===== config.mk =====
export PLATFORM = sky130hd
export DESIGN_NAME = relay_spi_device_flat
export DESIGN_NICKNAME = d
export VERILOG_FILES = /design/src/common/relay_spi_pkg.sv /design/src/common/relay_spi_if.sv /design/src/logic/sync2.sv /design/src/logic/relay_spi_device.sv /design/src/flat_wrapper.sv
export SDC_FILE = /design/constraint.sdc
export NUM_CORES = 1
export LEC_CHECK = 0
export ABC_AREA = 1
export BUFFER_PORTS_ARGS = -buffer_cell sky130_fd_sc_hd__buf_2
export CAP_MARGIN = 20
export CORE_ASPECT_RATIO = 0.8
export CORE_MARGIN = 5
export CORE_UTILIZATION = 44
export DETAILED_ROUTE_END_ITERATION = 12
export PLACE_DENSITY = 0.62
export SLEW_MARGIN = 30
export SYNTH_ARGS = -nofsm -noshare
export SYNTH_HDL_FRONTEND = slang
export SYNTH_SLANG_ARGS = --single-unit

===== constraint.sdc =====
create_clock -name mclk -period 2 [get_ports mclk]
set_input_delay 0.2 -clock mclk [delete_from_list [all_inputs] [get_ports mclk]]
set_output_delay 0.2 -clock mclk [all_outputs]
set_load 0.03 [all_outputs]

===== src/common/relay_spi_pkg.sv =====
// Package: frame layout, register addresses and timing for the relay switch serial link
package relay_spi_pkg;
    // ************************************************************
    // Frame layout
    // ************************************************************
    localparam int FRAME_BITS = 8;
    localparam int CMD_WRITE_BIT = 7;
    localparam int ADDR_HI = 6;
    localparam int ADDR_LO = 4;
    localparam int STDDIAG_BIT = 1;
    localparam int BANK_SELECT_BIT = 0;
    // ************************************************************
    // Control bank addresses
    // ************************************************************
    localparam logic [2:0] ADDR_DIAGNOSIS_BANK_CURRENT_ENABLE_LOW = 3'h4;
    localparam logic [2:0] ADDR_DIAGNOSIS_BANK_CURRENT_ENABLE_HIGH = 3'h5;
    localparam logic [2:0] ADDR_COMMAND = 3'h6;
    localparam logic [2:0] ADDR_UNUSED = 3'h7;
    localparam int CMD_CLEAR_LATCHED_BIT = 0;
    localparam logic [3:0] CTRL_RESET = 4'h0;
    localparam logic [7:0] TX_RESET = 8'h00;
    // ************************************************************
    // Host register port
    // ************************************************************
    localparam logic [1:0] HREG_CMD = 2'h0;
    localparam logic [1:0] HREG_STATUS = 2'h1;
    localparam logic [1:0] HREG_RXDATA = 2'h2;
    localparam logic [1:0] HREG_DIV = 2'h3;
    localparam int STATUS_BUSY_BIT = 0;
    localparam int STATUS_DONE_BIT = 1;
    // Serial clock half period in mclk cycles; 4 gives 320 ns period at 25 MHz
    localparam logic [7:0] HALF_PERIOD_RESET = 8'h04;
    localparam int MIN_SCLK_PERIOD_NS = 200;
    localparam int MCLK_PERIOD_NS = 40;
    localparam int MIN_HALF_CYCLES = (MIN_SCLK_PERIOD_NS / 2 + MCLK_PERIOD_NS - 1) / MCLK_PERIOD_NS;
endpackage : relay_spi_pkg


===== src/common/relay_spi_if.sv =====
// Interface: four-wire serial link between host and relay switch
`timescale 1ns/100ps
`default_nettype none
interface relay_spi_if;
    logic master_chip_select_n;
    logic sclk;
    logic master_serial_out;
    logic so_o;
    logic so_oe;
    logic master_serial_in;
    // Tristate output reads low when released
    assign master_serial_in = so_oe ? so_o : 1'b0;
    modport host (output master_chip_select_n, output sclk, output master_serial_out, input master_serial_in);
    modport device (input master_chip_select_n, input sclk, input master_serial_out, output so_o, output so_oe);
endinterface : relay_spi_if
`default_nettype wire


===== src/logic/sync2.sv =====
// Two-flop synchroniser for pin inputs
`timescale 1ns/100ps
`default_nettype none
module sync2 #(
    parameter logic INIT = 1'b0
) (
    // Clock and reset
    input wire logic mclk,
    input wire logic rst,
    // Data
    input wire logic din,
    output logic dout
);
    logic meta_q;
    always_ff @(posedge mclk) begin
        if (rst) begin
            meta_q <= INIT;
            dout <= INIT;
        end else begin
            meta_q <= din;
            dout <= meta_q;
        end
    end
endmodule : sync2
`default_nettype wire


===== src/logic/relay_spi_device.sv =====
// Device end: serial slave with control and diagnosis register banks
`timescale 1ns/100ps
`default_nettype none
// Notes on behaviour
// - Chip select high: ignore clock, release output
// - Sample on falling, drive on rising
// - Eight-bit frames, MSB first
// - Output MSB first, released until select
// - Load diagnosis response at select fall
// - Before first rise: error flag OR input
// - Decode only on nonzero multiple of eight
// - Valid end copies shift register to input
// - Host keeps clock low at select changes
// - Host ends each access raising select
// - Acts as eight-bit daisy chain stage
// - Host sends eight bits per chained device
// - Write: bit7, address 6:4, data 3:0
// - Read: bank bit0; bit1 standard diagnosis
// - Standard diagnosis: 00, awake, limp, pairs
// - Read reply comes in next frame
// - Error flag set after reset or bad frame
// - Eight control, four diagnosis 4-bit registers
// - Per-channel diagnosis current enable bits
// - Reset restores protocol and registers
// - Command bits self-clear; latched clear later
// - Bit5 awake, bit4 limp home
// - Diagnosis pair: faults bits 2,0; open 3,1
module relay_spi_device (
    // Clock and reset
    input wire logic mclk,
    input wire logic rst,
    // Serial link
    relay_spi_if.device spi,
    // Device status inputs
    input wire logic awake_flag,
    input wire logic limp_home_flag,
    input wire logic [7:0] channel_fault_bit,
    input wire logic [7:0] channel_open_load_bit,
    // Control outputs
    output logic [7:0] diagnosis_bank_current_enable_bit,
    output logic [15:0] input_ctrl,
    output logic clear_latched_flags,
    output logic reset_cmd,
    output logic standby_cmd,
    output logic wake_cmd,
    output logic [7:0] input_matrix
);
    // ************************************************************
    // Pin sampling and edge detection
    // ************************************************************
    logic cs_n_s, sclk_s, si_s;
    logic cs_n_p_q, sclk_p_q;
    sync2 #(.INIT(1'b1)) u_cs (.mclk(mclk), .rst(rst), .din(spi.master_chip_select_n), .dout(cs_n_s));
    sync2 #(.INIT(1'b0)) u_ck (.mclk(mclk), .rst(rst), .din(spi.sclk), .dout(sclk_s));
    sync2 #(.INIT(1'b0)) u_si (.mclk(mclk), .rst(rst), .din(spi.master_serial_out), .dout(si_s));
    always_ff @(posedge mclk) begin
        if (rst) begin
            cs_n_p_q <= 1'b1;
            sclk_p_q <= 1'b0;
        end else begin
            cs_n_p_q <= cs_n_s;
            sclk_p_q <= sclk_s;
        end
    end
    wire logic cs_fall = cs_n_p_q & ~cs_n_s;
    wire logic cs_rise = ~cs_n_p_q & cs_n_s;
    wire logic active = ~cs_n_s & ~cs_n_p_q;
    wire logic sck_fall = active & sclk_p_q & ~sclk_s;
    wire logic sck_rise = active & ~sclk_p_q & sclk_s;
    // ************************************************************
    // Registers
    // ************************************************************
    logic [3:0] ctrl_q [0:7];
    logic [7:0] shift_q;
    logic out_q;
    logic seen_rise_q;
    logic [2:0] bit_cnt_q;
    logic any_clk_q;
    logic ter_q;
    logic [7:0] reply_q;
    logic reply_valid_q;
    logic cpl_pending_q;
    logic [3:0] diagnosis_bank_bank [0:3];
    logic [7:0] std_diagnosis_bank;
    always_comb begin
        for (int i = 0; i < 4; i++) begin
            diagnosis_bank_bank[i] = {channel_open_load_bit[2*i+1], channel_fault_bit[2*i+1],
                            channel_open_load_bit[2*i], channel_fault_bit[2*i]};
        end
        std_diagnosis_bank = {2'b00, awake_flag, limp_home_flag,
                    |diagnosis_bank_bank[3], |diagnosis_bank_bank[2], |diagnosis_bank_bank[1], |diagnosis_bank_bank[0]};
    end
    // ************************************************************
    // Shift register, bit counter and serial output
    // ************************************************************
    always_ff @(posedge mclk) begin
        if (rst) begin
            shift_q <= relay_spi_pkg::TX_RESET;
            out_q <= 1'b0;
            seen_rise_q <= 1'b0;
            bit_cnt_q <= 3'h0;
            any_clk_q <= 1'b0;
        end else if (cs_fall) begin
            shift_q <= reply_valid_q ? reply_q : std_diagnosis_bank;
            seen_rise_q <= 1'b0;
            bit_cnt_q <= 3'h0;
            any_clk_q <= 1'b0;
        end else begin
            if (sck_rise) begin
                out_q <= shift_q[7];
                seen_rise_q <= 1'b1;
            end
            if (sck_fall) begin
                shift_q <= {shift_q[6:0], si_s};
                bit_cnt_q <= bit_cnt_q + 3'h1;
                any_clk_q <= 1'b1;
            end
        end
    end
    assign spi.so_oe = ~cs_n_s;
    assign spi.so_o = seen_rise_q ? out_q : (ter_q | si_s);
    // ************************************************************
    // Frame end: check, decode, execute
    // ************************************************************
    wire logic frame_ok = cs_rise & any_clk_q & (bit_cnt_q == 3'h0);
    wire logic [2:0] addr = shift_q[relay_spi_pkg::ADDR_HI:relay_spi_pkg::ADDR_LO];
    wire logic is_write = shift_q[relay_spi_pkg::CMD_WRITE_BIT];
    always_ff @(posedge mclk) begin
        if (rst) begin
            ter_q <= 1'b1;
        end else if (cs_rise) begin
            ter_q <= ~frame_ok;
        end
    end
    always_ff @(posedge mclk) begin
        if (rst) begin
            input_matrix <= 8'h00;
        end else if (frame_ok) begin
            input_matrix <= shift_q;
        end
    end
    always_ff @(posedge mclk) begin
        if (rst) begin
            reply_q <= relay_spi_pkg::TX_RESET;
            reply_valid_q <= 1'b0;
        end else if (frame_ok) begin
            reply_valid_q <= ~is_write & ~shift_q[relay_spi_pkg::STDDIAG_BIT];
            if (shift_q[relay_spi_pkg::BANK_SELECT_BIT]) begin
                reply_q <= {2'b01, addr[1:0], diagnosis_bank_bank[addr[1:0]]};
            end else begin
                reply_q <= {1'b1, addr, ctrl_q[addr]};
            end
        end
    end
    // Command bits 3:1 never persist; the strobes last one mclk cycle
    always_ff @(posedge mclk) begin
        if (rst) begin
            for (int i = 0; i < 8; i++) begin
                ctrl_q[i] <= relay_spi_pkg::CTRL_RESET;
            end
            reset_cmd <= 1'b0;
            standby_cmd <= 1'b0;
            wake_cmd <= 1'b0;
        end else begin
            reset_cmd <= 1'b0;
            standby_cmd <= 1'b0;
            wake_cmd <= 1'b0;
            if (frame_ok && is_write) begin
                if (addr == relay_spi_pkg::ADDR_COMMAND) begin
                    reset_cmd <= shift_q[1];
                    standby_cmd <= shift_q[2];
                    wake_cmd <= shift_q[3];
                end else if (addr != relay_spi_pkg::ADDR_UNUSED) begin
                    ctrl_q[addr] <= shift_q[3:0];
                end
            end
            if (reset_cmd || standby_cmd) begin
                for (int i = 0; i < 8; i++) begin
                    ctrl_q[i] <= relay_spi_pkg::CTRL_RESET;
                end
            end
        end
    end
    // Latched-flag clear holds until the following valid frame
    always_ff @(posedge mclk) begin
        if (rst) begin
            cpl_pending_q <= 1'b0;
        end else if (frame_ok) begin
            cpl_pending_q <= is_write && addr == relay_spi_pkg::ADDR_COMMAND
                             && shift_q[relay_spi_pkg::CMD_CLEAR_LATCHED_BIT];
        end
    end
    assign clear_latched_flags = cpl_pending_q;
    assign diagnosis_bank_current_enable_bit = {ctrl_q[relay_spi_pkg::ADDR_DIAGNOSIS_BANK_CURRENT_ENABLE_HIGH],
                                      ctrl_q[relay_spi_pkg::ADDR_DIAGNOSIS_BANK_CURRENT_ENABLE_LOW]};
    assign input_ctrl = {ctrl_q[3], ctrl_q[2], ctrl_q[1], ctrl_q[0]};
endmodule : relay_spi_device
`default_nettype wire


===== src/flat_wrapper.sv =====
// flat-port wrapper written by rule: the top's interface ports become plain ports
module relay_spi_device_flat 
  (mclk, rst, awake_flag, limp_home_flag, channel_fault_bit, channel_open_load_bit, diagnosis_bank_current_enable_bit, input_ctrl, clear_latched_flags, reset_cmd, standby_cmd, wake_cmd, input_matrix, spi_master_chip_select_n, spi_sclk, spi_master_serial_out, spi_so_o, spi_so_oe);
  relay_spi_if spi_i ();
  input wire logic mclk;
  input wire logic rst;
  input wire logic awake_flag;
  input wire logic limp_home_flag;
  input wire logic [7:0] channel_fault_bit;
  input wire logic [7:0] channel_open_load_bit;
  output logic [7:0] diagnosis_bank_current_enable_bit;
  output logic [15:0] input_ctrl;
  output logic clear_latched_flags;
  output logic reset_cmd;
  output logic standby_cmd;
  output logic wake_cmd;
  output logic [7:0] input_matrix;
  input wire logic [$bits(spi_i.master_chip_select_n)-1:0] spi_master_chip_select_n;
  input wire logic [$bits(spi_i.sclk)-1:0] spi_sclk;
  input wire logic [$bits(spi_i.master_serial_out)-1:0] spi_master_serial_out;
  output wire logic [$bits(spi_i.so_o)-1:0] spi_so_o;
  output wire logic [$bits(spi_i.so_oe)-1:0] spi_so_oe;
  assign spi_i.master_chip_select_n = spi_master_chip_select_n;
  assign spi_i.sclk = spi_sclk;
  assign spi_i.master_serial_out = spi_master_serial_out;
  assign spi_so_o = spi_i.so_o;
  assign spi_so_oe = spi_i.so_oe;
  relay_spi_device u_core (.mclk(mclk), .rst(rst), .spi(spi_i), .awake_flag(awake_flag), .limp_home_flag(limp_home_flag), .channel_fault_bit(channel_fault_bit), .channel_open_load_bit(channel_open_load_bit), .diagnosis_bank_current_enable_bit(diagnosis_bank_current_enable_bit), .input_ctrl(input_ctrl), .clear_latched_flags(clear_latched_flags), .reset_cmd(reset_cmd), .standby_cmd(standby_cmd), .wake_cmd(wake_cmd), .input_matrix(input_matrix));
endmodule

==> results of run 1 <==
==> worst reg2reg max path: stages, from the launching register on <==
cell,delay (ns)
dfxtp_1,0.33
inv_1,0.09
ha_1,0.15
nand3_1,0.15
nor2_4,0.13
nand2_2,0.10
nor2_8,0.24
nand4_4,0.15
nand2_1,0.19
==> metrics by stage <==
stage | hold WS [ns] | power [uW] | worst slack (ns) | area, sq um | std cells
detailed placement | 0.388 | 1990 | 0.201 | 3940 | 588
finish | 0.0314 | 3090 | 0.189 | 4130 | 604
global route | 0.0118 | 3230 | 0.0571 | 4130 | 604
global placement | 0.385 | 1990 | 0.255 | 3940 | 588
CTS | 0.0138 | 3110 | 0.184 | 4130 | 604
floorplan | 0.304 | 1900 | 0.362 | 3520 | 427
==> path summary, 6_finish.rpt <==
check                                                          to  slack, ns
worst max-delay path            u_core.ctrl_q[2][1]$_SDFFCE_PN0P_       0.19
worst min-delay path                u_core.u_cs.meta_q$_SDFF_PP1_       0.03
worst max register to register  u_core.ctrl_q[2][1]$_SDFFCE_PN0P_       0.19
worst min register to register        u_core.u_si.dout$_SDFF_PP0_       0.40
==> power by group <==
part,internal (uW),leakage [uW],switching (uW)
Clock,557,0.000101,569
Combinational,75.6,0.00102,189
Sequential,1670,0.000691,23.1
==> state kept, by name, summed over array words and instances (netlist names), 3 cells and up, named ones only <==
register / count
u_core.ctrl_q: 32
u_core.bit_cnt_q: 3
u_core.input_matrix: 6
u_core.reply_q: 8
u_core.shift_q: 8
==> routing by layer <==
layer  GRT usage  vias up  wire length, microns  part of all wire
met1       0.280     1339                  4240              0.48
li1            -     1490                     -                 -
met5           0        -                     0                 0
met2       0.275       93                  3850              0.43
met4      0.0395        0                    45            0.0051
met3      0.0559        5                   714             0.081
==> layout make-up <==
type / instances / area (sq um) / share of cell area
inverter: 61 / 229 / 0.0555
tap: 108 / 135 / 0.0327
timing repair buffer: 69 / 368 / 0.0891
clock buffer: 11 / 163 / 0.0394
multi-input combinational: 273 / 1340 / 0.325
clock inverter: 5 / 30.0 / 0.00727
sequential: 77 / 1860 / 0.451
==> cells by family after synthesis <==
group                      Yosys count  synth area share
and+or+nand+nor                    203             0.277
buffers and inverters               77            0.0912
DFF                                 77             0.532
AOI/OAI and AO/OA                   60            0.0912
adders and majority gates            2           0.00715
other                                1           0.00107
==> synthesized netlist by cell type <==
cell type / count / area share
nor2_8: 1 / 0.0057
nor2_2: 2 / 0.0036
nor3_2: 1 / 0.0029
o21ai_1: 1 / 0.0014
ha_1: 2 / 0.0072
o211ai_1: 5 / 0.011
buf_6: 1 / 0.0032
o21ai_0: 27 / 0.039
or2_2: 2 / 0.0036
buf_2: 6 / 0.0086
buf_1: 1 / 0.0011
a21oi_1: 24 / 0.034
clkinv_1: 2 / 0.0021
inv_1: 57 / 0.061
buf_4: 4 / 0.0086
conb_1: 1 / 0.0011
nand2_2: 2 / 0.0036
nand2_1: 79 / 0.085
nand3_1: 43 / 0.062
inv_2: 2 / 0.0021
nor4_1: 1 / 0.0018
a31oi_1: 1 / 0.0018
edfxtp_1: 32 / 0.27
dfxtp_1: 45 / 0.26
clkbuf_1: 4 / 0.0043
nor2_4: 1 / 0.0032
a211oi_1: 2 / 0.0043
nand4_4: 6 / 0.036
nor2_1: 65 / 0.070
==> placed cells by master (no fill, tap or decap), types with 2 or more instances in the layout <==
master / count
a211oi_1: 2
a21oi_1: 24
buf_2: 60
buf_4: 9
clkbuf_8: 10
clkinv_1: 2
clkinv_2: 2
conb_1: 8
dfxtp_1: 45
edfxtp_1: 32
ha_1: 2
inv_1: 57
inv_2: 2
inv_4: 2
nand2_1: 79
nand2_2: 2
nand3_1: 43
nand4_4: 6
nor2_1: 65
nor2_2: 2
o211ai_1: 5
o21ai_0: 27
or2_2: 2
==> key figures, run 1 <==
Run status
  – Status: complete, no violations

Timing
  – Highest Clock Rate: 552 MHz
  – Setup TNS: 0 ns
  – Max-slew violations: 0
  – Final Hold Viols: 0
  – RSZ-0062 raised after global routing: false
  – Final Skew: 0.00410 ns
  – Slew Limit Headroom: 0.527
  – Final min period: 1.81 ns
  – Fraction of the cycle the final worst path needs: 0.905
  – Worst slew pin tran: 0.708 ns
  – Setup-failing EPs final: 0

Detailed routing
  – WL final: 8850 microns
  – Drt wl/cell: 14.7 microns
  – Vias: 2,927
  – First-pass DRT Iterations: 4
  – DRT iter0 DRCs: 214
  – DRC viols: 0
  – Routed Antenna Nets: 0
  – Via-per-instance ratio: 4.85

Worst setup path
  – Crit-path max FO: 6
  – Crit path DAT: 1.86 ns
  – CP cell instances: inv_1, ha_1, nand3_1, nor2_4, nand2_2, nor2_8, nand4_4, nand2_1
  – Worst Path Required: 2.05 ns
  – CP max stage cell: dfxtp_1
  – Crit path launch type: flop
  – CP peak stage delay: 0.33 ns
  – Crit. End Element: flop
  – Crit path from: u_core.bit_cnt_q[0]$_SDFFE_PP0P_
  – CP Buf/Inv Count: 1
  – Critical R2R Launch: u_core.bit_cnt_q[0]$_SDFFE_PP0P_
  – Top cell family by delay on the critical path: simple AND/OR/NAND/NOR gates
  – Type of the worst setup path: flop to flop
  – R2R depth: 8
  – Stages on the worst setup path: 8

Finish
  – Layout fillers: 779
  – Fraction of layout cells with a size suffix above 1: 0.206
  – P&R area growth vs syn: 18.1%
  – Antenna diode count: 0
  – Final net count: 516
  – Finished Core Util: 0.527

Placed design
  – Dpl hpwl: 6570 microns
  – IO Port Bufs: 60
  – Gpl congestion: 0.804

CTS
  – CTS tree: yes
  – TritonCTS buffer count: 9
  – Clk sink count: 77
  – Hold Buf Count CTS: 0
  – Post-CTS setup buffers: 0
  – # resized after CTS: 0
  – H-tree Lvls: 3
  – Clk_lat worst skew: 0.35 ns
  – Root Driver: clkbuf_8
  – Maximum root-to-sink buffer count: 2
  – Clock Pin Slew Worst Setup and Hold Paths: 0.08 ns

Global routing
  – First-pass GRT wire length: 14,400 microns
  – GRT Total Usage: 0.189
  – Total congestion overflow: 0
  – Largest net degree at the start of global routing: 21
  – Initial antenna violation count: 0
  – Vias in the first global route: 2,835

Synthesis
  – Register area share after synthesis: 0.532
  – Yosys Warn Count: 0
  – Cell area after synthesis: 3500 sq um
  – Post-Syn Area per Cell: 8.33 sq um
  – Number of synthesized register bits: 77
  – Unique masters post-synth: 29
  – Synth Instances: 420

Floorplanning
  – Die Area: 9840 sq um
  – Io pins: 61
  – Die Wd: 110 microns
  – Num rows: 29
  – Core ar.: 7840 sq um
  – Initial Util: 0.446
  – Die height: 89.7 microns

Min path
  – Worst Hold Class: input port to flop
  – WHS Path Cells: 2
  – Worst Hold Launch: spi_master_chip_select_n

Job
  – Max-cap violations: 0

Pwr
  – Static Leak: 0.00181 uW
  – Power Dens Cells: 747 nW/um^2
  – Worst vdd ir: 0.469 mV
Note: power is estimated with default switching activity, not from simulation.
==> inputs of run 2 (changes only) <==
--- a/config.mk
+++ b/config.mk
@@ -5,7 +5,6 @@
 export SDC_FILE = /design/constraint.sdc
 export NUM_CORES = 1
 export LEC_CHECK = 0
-export ABC_AREA = 1
 export BUFFER_PORTS_ARGS = -buffer_cell sky130_fd_sc_hd__buf_2
 export CAP_MARGIN = 20
 export CORE_ASPECT_RATIO = 0.8
==> run 2 against run 1 <==
Against the previous run:
- cell count is 19% lower
- highest routed layer unchanged
- power grew 2.2%
- global-route usage grew 0.26 points
- count of clock-buffer cells in the layout down 2
- core utilization grew 3.2 points
- via count decreased by 9.4%
- cell area rose by 0.91%
- non-clock buffer count grew 14
==> key figures, run 2 <==
Synthesis
  – Main area contributors after synthesis: edfxtp_1 (28%), dfxtp_1 (27%), mux4_2 (8.0%)
  – Cell area after synthesis: 3400 sq um
  – Yosys top cell by area: edfxtp_1
  – Synth Instances: 304
  – FFs w/ async S/R, synth: 0
  – Count leader, synth: dfxtp_1
  – EDFF count, synth: 32
  – Synth top area share: 0.283
  – Unique masters post-synth: 44
  – Ys flop type: dfxtp_1
  – Number of synthesized register bits: 77
  – Yosys Warn Count: 0
  – Register area share after synthesis: 0.548
  – Synth top cells by count: dfxtp_1 (45), edfxtp_1 (32), nand2_1 (22)
  – Post-Syn Area per Cell: 11.2 sq um

Worst setup path
  – Crit path DAT: 2.06 ns
  – Crit-path max FO: 13
  – CP max stage cell: or4_4
  – Worst Path Required: 2.15 ns
  – Crit path launch type: flop
  – Crit. End Element: flop
  – Type of the worst setup path: flop to flop
  – CP cell instances: nor3_4, inv_2, or4_4, buf_4, nor3_1
  – CP peak stage delay: 0.64 ns

Detailed routing
  – Vias: 2,652
  – WL final: 8640 microns
  – DRC viols: 0
  – First-pass DRT Iterations: 4
  – DRT iter0 DRCs: 127
  – Routed Antenna Nets: 0
  – Drt wl/cell: 17.7 microns
  – Via-per-instance ratio: 5.43

CTS
  – CTS tree: yes
  – Root Driver: clkbuf_8
  – Maximum root-to-sink buffer count: 2
  – Clock Pin Slew Worst Setup and Hold Paths: 0.07 ns
  – H-tree Lvls: 3
  – Hold Buf Count CTS: 0
  – Clk_lat worst skew: 0.34 ns
  – Clk sink count: 77
  – TritonCTS buffer count: 9

Pwr
  – Static Leak: 0.00160 uW
  – Worst vdd ir: 0.364 mV
  – Power Dens Cells: 757 nW/um^2

Timing
  – Setup-failing EPs final: 0
  – Final Skew: 0.00896 ns
  – Hold slack: 0.0424 ns
  – Fraction of the cycle the final worst path needs: 0.955
  – RSZ-0062 raised after global routing: false
  – Final worst slack: 0.0893 ns
  – Slew Limit Headroom: 0.578
  – Final min period: 1.91 ns
  – Worst slew pin tran: 0.627 ns
  – Final Hold Viols: 0
  – Max-slew violations: 0
  – Highest Clock Rate: 523 MHz

Floorplanning
  – Die Area: 9590 sq um
  – Die height: 88.6 microns
  – Io pins: 61
  – Initial Util: 0.455
  – Num rows: 28
  – Core ar.: 7460 sq um
  – Die Wd: 108 microns

Finish
  – Finished Layout Cells: 488
  – Storage element area: 1870 sq um
  – Final net count: 404
  – Top flop regs: u_core.ctrl_q (32), u_core.reply_q (8), u_core.shift_q (8)
  – Layout fillers: 668
  – Largest Register: u_core.ctrl_q
  – Final instance area: 4170 sq um
  – Multi-input logic area: 1440 sq um
  – Antenna diode count: 0
  – Most frequent cells in the layout: buf_2 (60), dfxtp_1 (43), edfxtp_1 (32), buf_4 (23), nand2_1 (22)
  – Fraction of layout cells with a size suffix above 1: 0.316
  – P&R area growth vs syn: 22.6%
  – Finished Core Util: 0.558
  – Most common cell after layout, fill and taps aside: buf_2
  – Max reg flops: 32

Placed design
  – Gpl congestion: 0.809
  – Placed Instance Area: 3940 sq um
  – Placed cells: 471
  – Pre-CTS WS: 0.125 ns
  – Dpl hpwl: 6300 microns
  – IO Port Bufs: 60

Global routing
  – GRT Total Usage: 0.192
  – First-pass GRT wire length: 13,800 microns
  – Largest net degree at the start of global routing: 39
  – Initial antenna violation count: 0
  – Total congestion overflow: 0
  – Vias in the first global route: 2,596

Min path
  – Worst Hold Class: input port to flop

Run status
  – Status: complete, no violations

Job
  – Max-cap violations: 0
## run 2: layout make-up
type,count,area share
multi-input cells,195,0.347
repair buffers,83,0.114
flip-flops and latches,77,0.448
well taps,105,0.0315
clock buffers,9,0.0297
inverters,13,0.0117
clock inverters,6,0.0189
## run 2: power breakdown
group | total [uW] | switching [uW] | internal [uW]
Sequential | 1710 | 34.8 | 1680
Combinational | 230 | 136 | 93.8
Clock | 1210 | 530 | 683
## run 2: cells by family after synthesis
family                   after synthesis  share of synthesized area
adder cells (fa/ha/maj)                2                    0.00736
buffers and inverters                 39                     0.0490
AND/OR/NAND/NOR                      114                      0.196
AO/OA/AOI/OAI                         54                      0.105
other                                  1                    0.00110
flip-flops                            77                      0.548
multiplexers                          17                     0.0943
## run 2: critical path, delay by kind of cell (launching register included)
| kind | cells | cell delay, ns |
|---|---|---|
| buffers and inverters | 2 | 0.29 |
| DFF | 1 | 0.35 |
| and+or+nand+nor | 3 | 1.08 |
## run 2: final timing paths
path / slack [ns] / from / cells past startpoint / endpoint
max: 0.09 / u_core.standby_cmd$_SDFF_PP0_ / 5 / u_core.ctrl_q[0][3]$_SDFFCE_PN0P_
min: 0.04 / spi_master_chip_select_n / 2 / u_core.u_cs.meta_q$_SDFF_PP1_
max reg2reg: 0.09 / u_core.standby_cmd$_SDFF_PP0_ / 5 / u_core.ctrl_q[0][3]$_SDFFCE_PN0P_
min reg2reg: 0.44 / u_core.u_cs.meta_q$_SDFF_PP1_ / 1 / u_core.u_cs.dout$_SDFF_PP1_
## run 2: what timing repair did
item | in CTS | in global routing
endpoints found under the setup margin | 0 | 5
endpoints found under the hold margin | 0 | 0
resized for setup | 0 | 1
buffers inserted | 0 | 2
## run 2: stage by stage
step | total power (uW) | TNS [ns]
global route | 3280 | 0
CTS | 3180 | 0
detailed placement | 1980 | 0
floorplan | 1880 | -1.83
finish | 3150 | 0
global placement | 1980 | 0
## run 2: layer usage
layer  part of all wire  wire length, microns  GRT usage
met3              0.056                   488     0.0591
met1               0.47                  4030      0.263
met5                  0                     0          0
met2               0.47                  4070      0.296
met4             0.0059                    51     0.0596
==> inputs of run 3 (changes only) <==
--- a/config.mk
+++ b/config.mk
@@ -10,8 +10,10 @@
 export CORE_ASPECT_RATIO = 0.8
 export CORE_MARGIN = 5
 export CORE_UTILIZATION = 44
+export CTS_BUF_LIST = sky130_fd_sc_hd__clkbuf_4
 export DETAILED_ROUTE_END_ITERATION = 12
 export PLACE_DENSITY = 0.62
+export SKIP_LAST_GASP = 1
 export SLEW_MARGIN = 30
 export SYNTH_ARGS = -nofsm -noshare
 export SYNTH_HDL_FRONTEND = slang
==> run 3 against run 2 <==
Against the previous run:
- combinational power increased by 2%
- clock power decreased by 18%
- die area unchanged
- sequential share of layout area increased by 0.39 points
- global-route usage about the same
- cell area decreased by 0.87%
- flip-flop and latch count unchanged
- fmax increased by 1.0%
- highest routed layer unchanged
==> key figures, run 3 (synthesized netlist as in run 2, its figures left out) <==
Worst setup path
  – CP max stage cell: or4_4
  – CP peak stage delay: 0.64 ns
  – Crit path launch type: flop
  – Crit. End Element: flop
  – Type of the worst setup path: flop to flop
  – CP Buf/Inv Count: 2
  – Crit-path most repeated cell: inv_1
  – CP cell instances: inv_1, ha_1, inv_1, or4_4, o31ai_4
  – Crit-path max FO: 15
  – Crit path DAT: 1.98 ns
  – Worst Path Required: 2.09 ns
  – Top cell family by delay on the critical path: simple AND/OR/NAND/NOR gates

Detailed routing
  – WL final: 8550 microns
  – Vias: 2,637
  – DRC viols: 0
  – Via-per-instance ratio: 5.39
  – Drt wl/cell: 17.5 microns
  – DRT iter0 DRCs: 111
  – Routed Antenna Nets: 0
  – First-pass DRT Iterations: 4

CTS
  – TritonCTS buffer count: 9
  – Clk_lat worst skew: 0.41 ns
  – Root Driver: clkbuf_4
  – Clock Pin Slew Worst Setup and Hold Paths: 0.11 ns
  – Post-CTS setup buffers: 0
  – H-tree Lvls: 3
  – Clk sink count: 77
  – Maximum root-to-sink buffer count: 2
  – CTS tree: yes

Pwr
  – Combinational share of power: 0.080
  – Power Dens Cells: 712 nW/um^2
  – Sequential share of power: 0.582
  – Static Leak: 0.00158 uW
  – Internal Pwr Total: 2260 uW
  – Pwr Total: 2940 uW
  – Sw frac: 0.230
  – Clock power share: 0.338
  – Switching power: 677 uW
  – Worst vdd ir: 0.402 mV

Placed design
  – Dpl hpwl: 6300 microns
  – Gpl congestion: 0.809
  – Placed Instance Area: 3940 sq um
  – Placed cells: 471
  – IO Port Bufs: 60

Global routing
  – Largest net degree at the start of global routing: 39
  – Total congestion overflow: 0
  – First-pass GRT wire length: 13,700 microns
  – GRT Total Usage: 0.192
  – Vias in the first global route: 2,597
  – Initial antenna violation count: 0

Job
  – Max-cap violations: 0

Floorplanning
  – Num rows: 28
  – Io pins: 61
  – Die height: 88.6 microns
  – Core ar.: 7460 sq um
  – Die Wd: 108 microns
  – Die Area: 9590 sq um
  – Initial Util: 0.455

Finish
  – Antenna diode count: 0
  – Most frequent cells in the layout: buf_2 (60), dfxtp_1 (43), edfxtp_1 (32), nand2_1 (22), buf_4 (21)
  – Final instance area: 4130 sq um
  – Finished Core Util: 0.553
  – Most common cell after layout, fill and taps aside: buf_2
  – Layout fillers: 671
  – Storage element area: 1870 sq um
  – Top flop regs: u_core.ctrl_q (32), u_core.reply_q (8), u_core.shift_q (8)
  – Multi-input logic area: 1450 sq um
  – Final net count: 405
  – Max reg flops: 32
  – Largest Register: u_core.ctrl_q
  – Finished Layout Cells: 489
  – P&R area growth vs syn: 21.5%
  – Fraction of layout cells with a size suffix above 1: 0.313

Run status
  – Status: complete, no violations

Timing
  – Worst slew pin tran: 0.626 ns
  – Max-slew violations: 0
  – Slew Limit Headroom: 0.578
  – Setup-failing EPs final: 0
  – RSZ-0062 raised after global routing: false
  – Fraction of the cycle the final worst path needs: 0.946
  – Final Hold Viols: 0
  – Final Skew: 0.0119 ns
  – Final min period: 1.89 ns
  – Highest Clock Rate: 529 MHz

Min path
  – Worst Hold Class: input port to flop
==> run 3: cell type report <==
class / count / share of cell area
Clock buffer: 9 / 0.0164
Sequential cell: 77 / 0.452
Clock inverter: 6 / 0.0191
Timing Repair Buffer: 84 / 0.118
Tap cell: 105 / 0.0318
Inverter: 13 / 0.0118
Multi-Input combinational cell: 195 / 0.351
==> run 3: path summary, 6_finish.rpt <==
path	from	endpoint	slack (ns)	depth (start not counted)
worst max-delay path	u_core.bit_cnt_q[0]$_SDFFE_PP0P_	u_core.ctrl_q[4][1]$_SDFFCE_PN0P_	0.11	5
worst min-delay path	channel_fault_bit[7]	u_core.reply_q[2]$_SDFFE_PP0N_	0.30	4
worst max register to register	u_core.bit_cnt_q[0]$_SDFFE_PP0P_	u_core.ctrl_q[4][1]$_SDFFCE_PN0P_	0.11	5
worst min register to register	u_core.u_cs.meta_q$_SDFF_PP1_	u_core.u_cs.dout$_SDFF_PP1_	0.45	1
==> run 3: timing repair <==
action / CTS / global route
hold buffers: 2 / 1
setup endpoints to repair: 0 / 5
gates resized for setup: 0 / 2
endpoints found under the hold margin: 2 / 1
==> run 3: metrics by stage <==
stage               TNS (ns)  setup slack (ns)  hold slack [ns]
finish                     0             0.108            0.301
global route               0           0.00138            0.269
CTS                        0            0.0995         0.000429
detailed placement         0             0.125            0.392
global placement           0             0.164            0.390
floorplan              -1.83            -0.116            0.304
==> run 3: worst register-to-register path, stage by stage (launching register included) <==
cell and delay [ns]:
dfxtp_1 0.34, inv_1 0.07, ha_1 0.16, inv_1 0.06
or4_4 0.64, o31ai_4 0.30
==> run 3: per-layer routing <==
metal,track usage,vias to the layer above,wire (microns)
li1,-,1281,-
met1,0.260,1271,3950
met2,0.299,77,3970
met3,0.0708,8,551
met4,0.0401,0,82
met5,0,-,0
==> run 3: power groups by stage <==
stage	logic, uW	registers (uW)	clock network (uW)
after global placement	228	1750	0
after floorplan	117	1760	0
after global routing	253	1720	1100
after CTS	234	1710	1010
final	235	1710	994
after detailed placement	230	1750	0
